==> config.mk <==
export PLATFORM = sky130hd
export DESIGN_NAME = scf_front_end
export DESIGN_NICKNAME = d
export VERILOG_FILES = /design/src/inc/scf_pkg.sv /design/src/rtl/scf_front_end.sv
export SDC_FILE = /design/constraint.sdc
export NUM_CORES = 1
export LEC_CHECK = 0
export ABC_AREA = 1
export ABC_CLOCK_PERIOD_IN_PS = 21200
export BUFFER_PORTS_ARGS = -buffer_cell sky130_fd_sc_hd__buf_2
export CAP_MARGIN = 10
export CELL_PAD_IN_SITES_DETAIL_PLACEMENT = 1
export CELL_PAD_IN_SITES_GLOBAL_PLACEMENT = 2
export CORE_MARGIN = 2
export CORE_UTILIZATION = 40
export DETAILED_ROUTE_END_ITERATION = 7
export MAX_ROUTING_LAYER = met4
export PLACE_DENSITY = 0.88
export SYNTH_ARGS = -nofsm -noshare
export SYNTH_HDL_FRONTEND = slang
export SYNTH_SLANG_ARGS = --single-unit
export TNS_END_PERCENT = 30
==> constraint.sdc <==
create_clock -name mclk -period 21.2 [get_ports mclk]
set_input_delay 4.24 -clock mclk [delete_from_list [all_inputs] [get_ports mclk]]
set_output_delay 4.24 -clock mclk [all_outputs]
set_load 0.02 [all_outputs]
==> src/inc/scf_pkg.sv <==
// Purpose: shared constants and types of the serial command front end
// Assumes: one 200 MHz clock, asynchronous active-high reset
// Notes: keyword table holds long forms; short forms are derived
package scf_pkg;
  localparam int CLK_HZ = 200_000_000; // system clock rate
  localparam int BAUD_NUM = 5;
  localparam int BAUD_TABLE [BAUD_NUM] = '{1200, 9600, 38400, 57600, 115200};
  localparam int BAUD_DEF = 1; // out-of-range select falls back here
  localparam int CNT_W = 18; // holds the slowest bit period
  localparam logic [2:0] LAST_DATA_BIT = 3'h7; // eight data bits
  localparam logic [3:0] FRAME_LAST = 4'h9; // start, 8 data, stop
  localparam int KW_MAX = 12; // longest keyword buffered
  localparam int SHORT_MAX = 4; // long forms up to this are short too
  localparam int VOWEL_POS = 3; // index of the fourth character
  localparam int NODE_W = 4;
  localparam int NODES = 16;
  localparam logic [NODE_W-1:0] ROOT = 4'h0;
  localparam logic [NODE_W-1:0] NO_PARENT = 4'hF;
  // characters with a meaning to the parser
  localparam logic [7:0] CH_LF = 8'h0A;
  localparam logic [7:0] CH_SPACE = 8'h20;
  localparam logic [7:0] CH_STAR = 8'h2A;
  localparam logic [7:0] CH_COLON = 8'h3A;
  localparam logic [7:0] CH_SEMI = 8'h3B;
  localparam logic [7:0] CH_QUERY = 8'h3F;
  localparam logic [7:0] CASE_BIT = 8'h20;

  typedef logic [8*KW_MAX-1:0] scf_text_t;
  typedef struct packed {
    scf_text_t text; // long form, last char in low byte
    logic [3:0] len;
    logic [NODE_W-1:0] parent;
  } scf_kw_t;
  // tree: subsystems at root, common commands start with a star
  localparam scf_kw_t KW_TABLE [NODES] = '{
    '{"", 4'h0, NO_PARENT}, '{"DISPLAY", 4'h7, ROOT},
    '{"FUNCTION", 4'h8, ROOT}, '{"FREQUENCY", 4'h9, ROOT},
    '{"COMPARATOR", 4'hA, ROOT}, '{"TRIGGER", 4'h7, ROOT},
    '{"LINE", 4'h4, 4'h1}, '{"PAGE", 4'h4, 4'h1},
    '{"IMPEDANCE", 4'h9, 4'h2}, '{"AUTO", 4'h4, 4'h8},
    '{"RANGE", 4'h5, 4'h8}, '{"PTOLERANCE", 4'hA, 4'h4},
    '{"*TRG", 4'h4, ROOT}, '{"*IDN", 4'h4, ROOT},
    '{"*SAV", 4'h4, ROOT}, '{"*RCL", 4'h4, ROOT}};

  typedef enum logic [1:0] {TK_CMD, TK_PARAM, TK_EOM, TK_ERR} scf_kind_t;
  typedef struct packed {
    scf_kind_t kind;
    logic [NODE_W-1:0] node; // matched keyword for commands
    logic query;
    logic [7:0] data; // terminator or parameter byte
  } scf_tok_t;

  function automatic logic [7:0] scf_upper(input logic [7:0] c);
    return (c >= "a" && c <= "z") ? (c & ~CASE_BIT) : c;
  endfunction : scf_upper

  function automatic logic scf_kw_char(input logic [7:0] c);
    return (c >= "A" && c <= "Z") || (c >= "0" && c <= "9") ||
           (c == CH_STAR);
  endfunction : scf_kw_char

  function automatic logic [7:0] scf_char(input scf_kw_t e, input int j);
    return e.text[8*(int'(e.len)-1-j) +: 8];
  endfunction : scf_char

  // short form length from the long form
  function automatic logic [3:0] scf_short_len(input scf_kw_t e);
    logic [7:0] c;
    c = scf_char(e, VOWEL_POS);
    if (int'(e.len) <= SHORT_MAX) return e.len;
    if (c == "A" || c == "E" || c == "I" || c == "O" || c == "U")
      return 4'(VOWEL_POS);
    return 4'(SHORT_MAX);
  endfunction : scf_short_len

  function automatic logic [CNT_W-1:0] scf_divisor(input int hz,
                                                    input logic [2:0] s);
    int b;
    b = (int'(s) < BAUD_NUM) ? BAUD_TABLE[s] : BAUD_TABLE[BAUD_DEF];
    return CNT_W'(hz / b);
  endfunction : scf_divisor
endpackage : scf_pkg

==> src/rtl/scf_front_end.sv <==
// Purpose: serial receiver, transmitter and command tree parser
// Assumes: baud_sel and core-side ports are on mclk
// Notes: tokens leave through a two-entry buffer; a full buffer
// Notes: stalls the parser, and only then can a byte overrun
module scf_front_end
  import scf_pkg::*;
#(
  parameter int CLK_HZ_P = CLK_HZ // source of all bit periods
) (
  // clock and reset
  input wire logic mclk,
  input wire logic sys_rst,
  // line setting
  input wire logic [2:0] baud_sel,
  // serial pins, data lines only
  input wire logic rxd,
  output logic txd,
  // reply bytes from the instrument core
  input wire logic [7:0] tx_data,
  input wire logic tx_valid,
  output logic tx_ready,
  // parsed tokens toward the core
  output scf_tok_t tok,
  output logic tok_valid,
  input wire logic tok_ready,
  // line status pulses
  output logic rx_overrun,
  output logic frame_err
);
  typedef enum logic [1:0] {RX_IDLE, RX_START, RX_DATA, RX_STOP} scf_rx_t;
  typedef enum logic {TX_IDLE, TX_SEND} scf_tx_t;
  typedef enum logic [1:0] {P_KW, P_PARAM, P_SKIP} scf_ps_t;

  logic [CNT_W-1:0] div; // cycles per bit at the chosen rate

  // both ends share one rate, no flow-control pins exist
  always_comb begin
    div = scf_divisor(CLK_HZ_P, baud_sel);
  end

  // receiver state
  logic rx_s1, rx_s2; // pin synchroniser
  scf_rx_t rx_st, next_rx_st;
  logic [CNT_W-1:0] rx_cnt, next_rx_cnt;
  logic [2:0] rx_bit, next_rx_bit;
  logic [7:0] rx_sh, next_rx_sh;
  logic [7:0] hold, next_hold; // one received byte
  logic hold_v, next_hold_v;
  logic next_overrun, next_frame_err;
  logic consume; // parser takes the held byte

  // receiver: sample mid-bit, start bit rechecked to reject glitches
  always_comb begin
    next_rx_st = rx_st;
    next_rx_cnt = rx_cnt;
    next_rx_bit = rx_bit;
    next_rx_sh = rx_sh;
    next_hold = hold;
    next_hold_v = hold_v & ~consume;
    next_overrun = 1'b0;
    next_frame_err = 1'b0;
    unique case (rx_st)
      RX_IDLE: begin
        if (!rx_s2) begin
          next_rx_st = RX_START;
          next_rx_cnt = div >> 1;
        end
      end
      RX_START: begin
        if (rx_cnt != '0) begin
          next_rx_cnt = rx_cnt - 1'b1;
        end else if (rx_s2) begin
          next_rx_st = RX_IDLE; // too short to be a start bit
        end else begin
          next_rx_st = RX_DATA;
          next_rx_cnt = div - 1'b1;
          next_rx_bit = '0;
        end
      end
      RX_DATA: begin
        if (rx_cnt != '0) begin
          next_rx_cnt = rx_cnt - 1'b1;
        end else begin
          next_rx_sh = {rx_s2, rx_sh[7:1]}; // lsb first
          next_rx_cnt = div - 1'b1;
          next_rx_bit = rx_bit + 1'b1;
          if (rx_bit == LAST_DATA_BIT) next_rx_st = RX_STOP;
        end
      end
      RX_STOP: begin
        if (rx_cnt != '0) begin
          next_rx_cnt = rx_cnt - 1'b1;
        end else begin
          next_rx_st = RX_IDLE;
          if (!rx_s2) begin
            next_frame_err = 1'b1; // no stop bit, byte dropped
          end else if (next_hold_v) begin
            next_overrun = 1'b1; // parser still stalled
          end else begin
            next_hold = rx_sh;
            next_hold_v = 1'b1;
          end
        end
      end
    endcase
  end

  // receiver registers
  always_ff @(posedge mclk or posedge sys_rst) begin
    if (sys_rst) begin
      rx_s1 <= 1'b1;
      rx_s2 <= 1'b1;
      rx_st <= RX_IDLE;
      rx_cnt <= '0;
      rx_bit <= '0;
      rx_sh <= '0;
      hold <= '0;
      hold_v <= 1'b0;
      rx_overrun <= 1'b0;
      frame_err <= 1'b0;
    end else begin
      rx_s1 <= rxd;
      rx_s2 <= rx_s1;
      rx_st <= next_rx_st;
      rx_cnt <= next_rx_cnt;
      rx_bit <= next_rx_bit;
      rx_sh <= next_rx_sh;
      hold <= next_hold;
      hold_v <= next_hold_v;
      rx_overrun <= next_overrun;
      frame_err <= next_frame_err;
    end
  end

  // transmitter state
  scf_tx_t tx_st, next_tx_st;
  logic [CNT_W-1:0] tx_cnt, next_tx_cnt;
  logic [3:0] tx_bit, next_tx_bit;
  logic [9:0] tx_sh, next_tx_sh; // stop, data, start
  logic next_txd, next_tx_ready;

  // transmitter: one frame per accepted byte, line idles high
  always_comb begin
    next_tx_st = tx_st;
    next_tx_cnt = tx_cnt;
    next_tx_bit = tx_bit;
    next_tx_sh = tx_sh;
    next_txd = txd;
    next_tx_ready = tx_ready;
    unique case (tx_st)
      TX_IDLE: begin
        if (tx_valid && tx_ready) begin
          next_tx_sh = {1'b1, tx_data, 1'b0};
          next_txd = 1'b0;
          next_tx_cnt = div - 1'b1;
          next_tx_bit = '0;
          next_tx_ready = 1'b0;
          next_tx_st = TX_SEND;
        end
      end
      TX_SEND: begin
        if (tx_cnt != '0) begin
          next_tx_cnt = tx_cnt - 1'b1;
        end else if (tx_bit == FRAME_LAST) begin
          next_tx_st = TX_IDLE; // stop bit served
          next_tx_ready = 1'b1;
        end else begin
          next_tx_sh = tx_sh >> 1;
          next_txd = tx_sh[1];
          next_tx_bit = tx_bit + 1'b1;
          next_tx_cnt = div - 1'b1;
        end
      end
    endcase
  end

  // transmitter registers
  always_ff @(posedge mclk or posedge sys_rst) begin
    if (sys_rst) begin
      tx_st <= TX_IDLE;
      tx_cnt <= '0;
      tx_bit <= '0;
      tx_sh <= '0;
      txd <= 1'b1;
      tx_ready <= 1'b1;
    end else begin
      tx_st <= next_tx_st;
      tx_cnt <= next_tx_cnt;
      tx_bit <= next_tx_bit;
      tx_sh <= next_tx_sh;
      txd <= next_txd;
      tx_ready <= next_tx_ready;
    end
  end

  // parser and token buffer state
  scf_ps_t p_st, next_p_st;
  logic [NODE_W-1:0] node, next_node; // current tree path
  scf_text_t buf_q, next_buf; // keyword, first char in low byte
  logic [3:0] len, next_len;
  logic query, next_query;
  scf_tok_t tail, next_tail, next_tok, push_tok;
  logic tail_v, next_tail_v, next_tok_valid, push;
  logic hit; // keyword found under current node
  logic [NODE_W-1:0] hit_id;
  logic [7:0] c_up;

  // lookup: a child of node whose long or short form equals the buffer
  always_comb begin
    logic eq;
    hit = 1'b0;
    hit_id = ROOT;
    eq = 1'b0;
    for (int i = 1; i < NODES; i++) begin
      eq = (KW_TABLE[i].parent == node) && (len != '0) &&
           (len == KW_TABLE[i].len ||
            len == scf_short_len(KW_TABLE[i]));
      for (int j = 0; j < KW_MAX; j++) begin
        if (j < int'(len) && buf_q[8*j +: 8] != scf_char(KW_TABLE[i], j))
          eq = 1'b0;
      end
      if (eq && !hit) begin
        hit = 1'b1;
        hit_id = NODE_W'(i);
      end
    end
  end

  // parser: splits a message into command, parameter and end tokens
  always_comb begin
    c_up = scf_upper(hold);
    consume = hold_v & ~tail_v; // stall while the buffer is full
    next_p_st = p_st;
    next_node = node;
    next_buf = buf_q;
    next_len = len;
    next_query = query;
    push = 1'b0;
    push_tok = '{kind: TK_ERR, node: node, query: query, data: hold};
    if (consume) begin
      unique case (p_st)
        P_KW: begin
          if (c_up == CH_COLON) begin
            if (len == '0) begin
              next_node = ROOT; // leading colon restarts at the top
            end else if (hit && !query) begin
              next_node = hit_id;
              next_len = '0;
            end else begin
              push = 1'b1;
              next_p_st = P_SKIP;
            end
          end else if (c_up == CH_SPACE || c_up == CH_SEMI ||
                       c_up == CH_LF) begin
            next_len = '0;
            next_query = 1'b0;
            if (len != '0) begin
              push = 1'b1;
              push_tok.kind = hit ? TK_CMD : TK_ERR;
              push_tok.node = hit_id;
              if (c_up == CH_SPACE) begin
                next_p_st = hit ? P_PARAM : P_SKIP;
              end
            end else if (c_up == CH_LF) begin
              push = 1'b1;
              push_tok.kind = TK_EOM;
            end
            if (c_up == CH_LF) next_node = ROOT;
          end else if (c_up == CH_QUERY && len != '0) begin
            next_query = 1'b1;
          end else if (scf_kw_char(c_up) && int'(len) < KW_MAX && !query) begin
            next_buf[8*len +: 8] = c_up;
            next_len = len + 1'b1;
          end else begin
            push = 1'b1;
            next_p_st = P_SKIP;
            next_len = '0;
            next_query = 1'b0;
          end
        end
        P_PARAM: begin
          if (c_up == CH_SEMI) begin
            next_p_st = P_KW;
          end else if (c_up == CH_LF) begin
            push = 1'b1;
            push_tok.kind = TK_EOM;
            next_node = ROOT;
            next_p_st = P_KW;
          end else begin
            push = 1'b1;
            push_tok.kind = TK_PARAM;
          end
        end
        default: begin
          next_len = '0;
          next_query = 1'b0;
          if (c_up == CH_SEMI) next_p_st = P_KW;
          if (c_up == CH_LF) begin
            push = 1'b1;
            push_tok.kind = TK_EOM;
            next_node = ROOT;
            next_p_st = P_KW;
          end
        end
      endcase
    end
    // two-entry buffer: head is the output, tail takes the overflow
    next_tok = tok;
    next_tok_valid = tok_valid;
    next_tail = tail;
    next_tail_v = tail_v;
    if (tok_valid && tok_ready) begin
      next_tok = tail;
      next_tok_valid = tail_v;
      next_tail_v = 1'b0;
    end
    if (push && !next_tok_valid) begin
      next_tok = push_tok;
      next_tok_valid = 1'b1;
    end else if (push) begin
      next_tail = push_tok;
      next_tail_v = 1'b1;
    end
  end

  // parser and buffer registers
  always_ff @(posedge mclk or posedge sys_rst) begin
    if (sys_rst) begin
      p_st <= P_KW;
      node <= ROOT;
      buf_q <= '0;
      len <= '0;
      query <= 1'b0;
      tok <= '0;
      tok_valid <= 1'b0;
      tail <= '0;
      tail_v <= 1'b0;
    end else begin
      p_st <= next_p_st;
      node <= next_node;
      buf_q <= next_buf;
      len <= next_len;
      query <= next_query;
      tok <= next_tok;
      tok_valid <= next_tok_valid;
      tail <= next_tail;
      tail_v <= next_tail_v;
    end
  end
endmodule : scf_front_end

==> results of run 1 <==
metrics by stage:
| stage | utilization [%] | setup slack, ps | hold WS [ps] | std cells | area (um^2) |
|---|---|---|---|---|---|
| global placement | 52.5 | -11680 | 348 | 5610 | 33000 |
| detailed placement | 52.5 | -13250 | 354 | 5610 | 33000 |
| CTS | 59.5 | -10100 | 361 | 5921 | 37400 |
| floorplan | - | -11660 | 345 | 3959 | 26000 |
synthesized netlist by cell type (all sizes together) (12+ instances only):
master and number:
nand2 1036, inv 568, nor2 434, nand3 373, o21ai 296, dfrtp 197, a21oi 176, ha 176
nand4 108, nor3 106, xor2 78, clkbuf 59, xnor2 47, o211ai 40, buf 33, a31oi 31
nor4 29, or2 18, o21bai 13, o221ai 13, o31ai 13, clkinv 12
timing repair:
item / in CTS
endpoints found under the setup margin: 20
resized for setup: 373
gates cloned: 8
pin swaps: 254
buffers inserted: 264
layer usage:
| metal | overflow | global-route usage [%] |
|---|---|---|
| met1 | 48 | 83.6 |
| met2 | 274 | 97.6 |
| met3 | 44 | 75.0 |
| met4 | 175 | 86.4 |
| met5 | - | - |
cells by family after synthesis:
kind of cell,after synthesis,share of synthesized area [%]
DFF,201,19.9
and+or+nand+nor,2128,40.3
xor gates and xnor gates,125,4.38
other,1,0.0148
adders and majority gates,179,8.93
AOI/OAI and AO/OA,640,14.7
muxes,5,0.217
buffers and inverters,673,11.5
==> impl_metrics.env, run 1 <==
export IMPL_status="aborted with a tool error"
export IMPL_lastStage="5_1_grt"
export IMPL_stop_error="[ERROR GRT-0232] Routing congestion too high. Check the congestion heatmap in the GUI."
export IMPL_cts_sinks=201
export IMPL_cts_root_buffer="clkbuf_16"
export IMPL_grt_max_degree=74
export IMPL_yosysUniqueCellTypes=88
export IMPL_synth_area_leaders="dfrtp_1, nand2_1, ha_1"
export IMPL_die_w_um=256
export IMPL_worst_path_end_type="register data pin"
export IMPL_htreeDepth=1
export IMPL_synthArstFlopShare_pct=100
export IMPL_start_util_pct=40.3
export IMPL_io_pins=36
export IMPL_cts_made_buffers=22
export IMPL_holdBufCountCts=0
export IMPL_die_height_um=256
export IMPL_crit_endpoint="rx_cnt[10]$_DFFE_PP0P_/D"
export IMPL_synth_area_per_cell_um2=6.41
export IMPL_globalplace_congestion=1.02
export IMPL_synth_top_area_share_pct=19.5
export IMPL_ys_flop_type="dfrtp_1"
export IMPL_syn_inst=3952
export IMPL_hpwl_um=83100
export IMPL_antenna_found_initial=43
export IMPL_synth_seq_area_share_pct=19.9
export IMPL_synth_area_mm2=0.0253
export IMPL_post_synth_top_area_cell="dfrtp_1"
export IMPL_cts_buffer_depth=3
export IMPL_grt_usage_pct=86.1
export IMPL_ys_ff_latch=201
export IMPL_port_buffers=35
export IMPL_globalRouteOverflowTotal=541
export IMPL_row_count=92
export IMPL_synth_edf_count=0
export IMPL_ys_warn_count=0
==> run 2, diff against run 1 <==
--- a/config.mk
+++ b/config.mk
@@ -9,13 +9,10 @@
 export ABC_CLOCK_PERIOD_IN_PS = 21200
 export BUFFER_PORTS_ARGS = -buffer_cell sky130_fd_sc_hd__buf_2
 export CAP_MARGIN = 10
-export CELL_PAD_IN_SITES_DETAIL_PLACEMENT = 1
-export CELL_PAD_IN_SITES_GLOBAL_PLACEMENT = 2
 export CORE_MARGIN = 2
 export CORE_UTILIZATION = 40
 export DETAILED_ROUTE_END_ITERATION = 7
-export MAX_ROUTING_LAYER = met4
-export PLACE_DENSITY = 0.88
+export PLACE_DENSITY_LB_ADDON = 0.15
 export SYNTH_ARGS = -nofsm -noshare
 export SYNTH_HDL_FRONTEND = slang
 export SYNTH_SLANG_ARGS = --single-unit
==> run 2 against run 1 <==
Against the previous run:
- the flow now finishes, with violations (setup timing)
- area after synthesis did not move
- synthesized cell count did not move
==> impl_metrics.env, run 2 <==
export IMPL_synth_area_leaders="dfrtp_1, nand2_1, ha_1"
export IMPL_path_clk_slew_ps=70
export IMPL_ff2ff_path_depth=24
export IMPL_globalRouteOverflowTotal=0
export IMPL_synth_top_area_share_pct=19.5
export IMPL_nNetsFinal=5220
export IMPL_cts_root_buffer="clkbuf_16"
export IMPL_rrSetupSlack_ps=15330
export IMPL_hold_viol=0
export IMPL_critPathMostFrequentCell="nand2_2"
export IMPL_antenna_cells=0
export IMPL_required_ps=21640
export IMPL_io_pins=36
export IMPL_min_delay_start="rx_s1"
export IMPL_hold_end="rx_s2"
export IMPL_drt_iter0_drc=2221
export IMPL_setup_viol=18
export IMPL_antenna_found_initial=0
export IMPL_syn_inst=3952
export IMPL_rsz0062_at_grt="yes"
export IMPL_crit_fanout=8
export IMPL_finClkSkew_ps=14.5
export IMPL_relSlewSlack_pct=26.5
export IMPL_worstPathArrival_ps=32080
export IMPL_dr_pass1_iters=6
export IMPL_synth_seq_area_share_pct=19.9
export IMPL_nFillCells=5728
export IMPL_core_mm2=0.0629
export IMPL_start_util_pct=40.3
export IMPL_route_detailed_drc=0
export IMPL_routedWlPerCell_um=16.1
export IMPL_drive_gt1_share_pct=36.9
export IMPL_layout_common_cells="buf_4, nand2_1, inv_1, nor2_1, nand3_1"
export IMPL_finalMaxSlewViolations=0
export IMPL_cts_sinks=201
export IMPL_grt_first_pass_wirelength_um=150000
export IMPL_clkLatencyLatePin_ps=520
export IMPL_row_count=92
export IMPL_cts_made_buffers=22
export IMPL_die_height_um=256
export IMPL_totalWireLength_um=94900
export IMPL_globalplace_congestion=1.00
export IMPL_timing_final_ws_setup_ps=-10440
export IMPL_cts_tree="yes"
export IMPL_largest_register_ffs=80
export IMPL_slowest_stage="fa_2"
export IMPL_path_class="in -> reg"
export IMPL_final_common_cell="buf_4"
export IMPL_routed_top_layer="met4"
export IMPL_area_growth_pct=48.9
export IMPL_synth_most_common_cell="nand2_1"
export IMPL_die_w_um=256
export IMPL_vias=30500
export IMPL_htreeDepth=1
export IMPL_violations="setup timing"
export IMPL_synth_common_cells="nand2_1, inv_1, nor2_1"
export IMPL_fin_crit_sh_pct=149
export IMPL_die_area_mm2=0.0654
export IMPL_ys_flop_type="dfrtp_1"
export IMPL_grt_usage_pct=27.6
export IMPL_regMostFlops="buf_q"
export IMPL_cts_buffer_depth=3
export IMPL_port_buffers=35
export IMPL_r2r_start="len[0]"
export IMPL_route_met2_wl_um=46200
export IMPL_status="finished, violations left"
export IMPL_pre_cts_ws_ps=-11810
export IMPL_endpoint_kind="flop"
export IMPL_ys_warn_count=0
export IMPL_ys_ff_latch=201
export IMPL_post_synth_top_area_cell="dfrtp_1"
export IMPL_grt_pass1_vias=29400
export IMPL_synth_edf_count=0
export IMPL_layout_min_cycle_time_ps=31640
export IMPL_dr_wl_met3_um=4430
export IMPL_synth_area_mm2=0.0253
export IMPL_ant_nets=0
export IMPL_hold_depth=0
export IMPL_worstReg2RegEnd="tok[3]"
export IMPL_vias_per_cell=5.18
export IMPL_cap_violations=0
export IMPL_tightest_slew_ps=1100
export IMPL_grt_max_degree=140
export IMPL_hold_class="reg -> reg"
export IMPL_hpwl_um=69200
export IMPL_yosysUniqueCellTypes=88
export IMPL_top_regs="buf_q x80, rx_cnt x18, tx_cnt x18"
export IMPL_fmax_mhz=31.6
export IMPL_max_stage_delay_ps=410
export IMPL_synth_area_per_cell_um2=6.41
export IMPL_synthArstFlopShare_pct=100
export IMPL_drt_met1_wl_um=40600
export IMPL_start_kind="primary input"
run 2: cell counts after synthesis:
No cell type changed its count.
run 2: kinds of logic (layout without fill, tap and decap cells):
| kind of cell | after synthesis | in the layout | synth area share (%) |
|---|---|---|---|
| mux | 5 | 5 | 0.217 |
| buf+inv | 673 | 1754 | 11.5 |
| fa+ha+maj | 179 | 179 | 8.93 |
| xor+xnor | 125 | 125 | 4.38 |
| flops | 201 | 201 | 19.9 |
| simple gates | 2128 | 2129 | 40.3 |
| other cells | 1 | 8 | 0.0148 |
| compound gates | 640 | 640 | 14.7 |
run 2: repair_timing:
action,in CTS,in global routing
pin swaps,166,171
gates cloned,6,1
gates resized for setup,251,211
setup endpoints to repair,20,20
setup buffers,199,60
hold buffers,0,0
run 2: how the worst max path moves through the flow:
stage	from	to	slack [ps]	cells past startpoint
6_report	baud_sel[1]	rx_cnt[6]	-10440	228
5_1_grt	baud_sel[1]	rx_cnt[6]	-12110	230
4_1_cts	baud_sel[0]	rx_cnt[2]	-9260	229
3_5_place_dp	baud_sel[1]	rx_cnt[6]	-11810	223
3_3_place_gp	baud_sel[1]	rx_cnt[6]	-11240	221
2_1_floorplan	baud_sel[1]	rx_cnt[6]	-11660	247
run 2: through the flow:
step | setup TNS (ps) | area, um^2 | utilization, % | cells | hold slack, ps
2_1_floorplan | -179300 | 26000 | - | 3959 | 345
3_3_place_gp | -173570 | 32800 | 52.2 | 5583 | 382
3_5_place_dp | -184090 | 32800 | 52.2 | 5583 | 382
4_1_cts | -139630 | 36300 | 57.8 | 5828 | 383
5_1_grt | -188200 | 37700 | 60.0 | 5887 | 373
6_report | -159060 | 37700 | 60.0 | 5887 | 371
run 2: per-layer routing:
layer	global-route usage [%]	vias up
li1	-	15200
met1	34.8	14100
met2	49.4	874
met3	1.91	217
met4	9.76	0
met5	0	-
run 2: layout make-up:
class                   count  area, um^2  area share, %
repair buffers           1129        8590           22.8
multi-input cells        3086       19900           52.7
flip-flops and latches    201        5030           13.3
clock inverters            10         165          0.438
inverters                 580        2330           6.17
well taps                 846        1060           2.81
repair inverters            5        33.8         0.0896
clock buffers              30         632           1.68
run 2: worst max-delay path: cells and delay by family:
| kind | cells | cell delay [ps] |
|---|---|---|
| buffers and inverters | 49 | 4420 |
| AND/OR/NAND/NOR | 113 | 10860 |
| XOR/XNOR | 9 | 1410 |
| AO/OA/AOI/OAI | 35 | 5180 |
| adder cells (fa/ha/maj) | 22 | 5810 |
Power of run 2 is not shown: default switching activity piles up to over one toggle a cycle in this logic, so the estimate is an artifact.
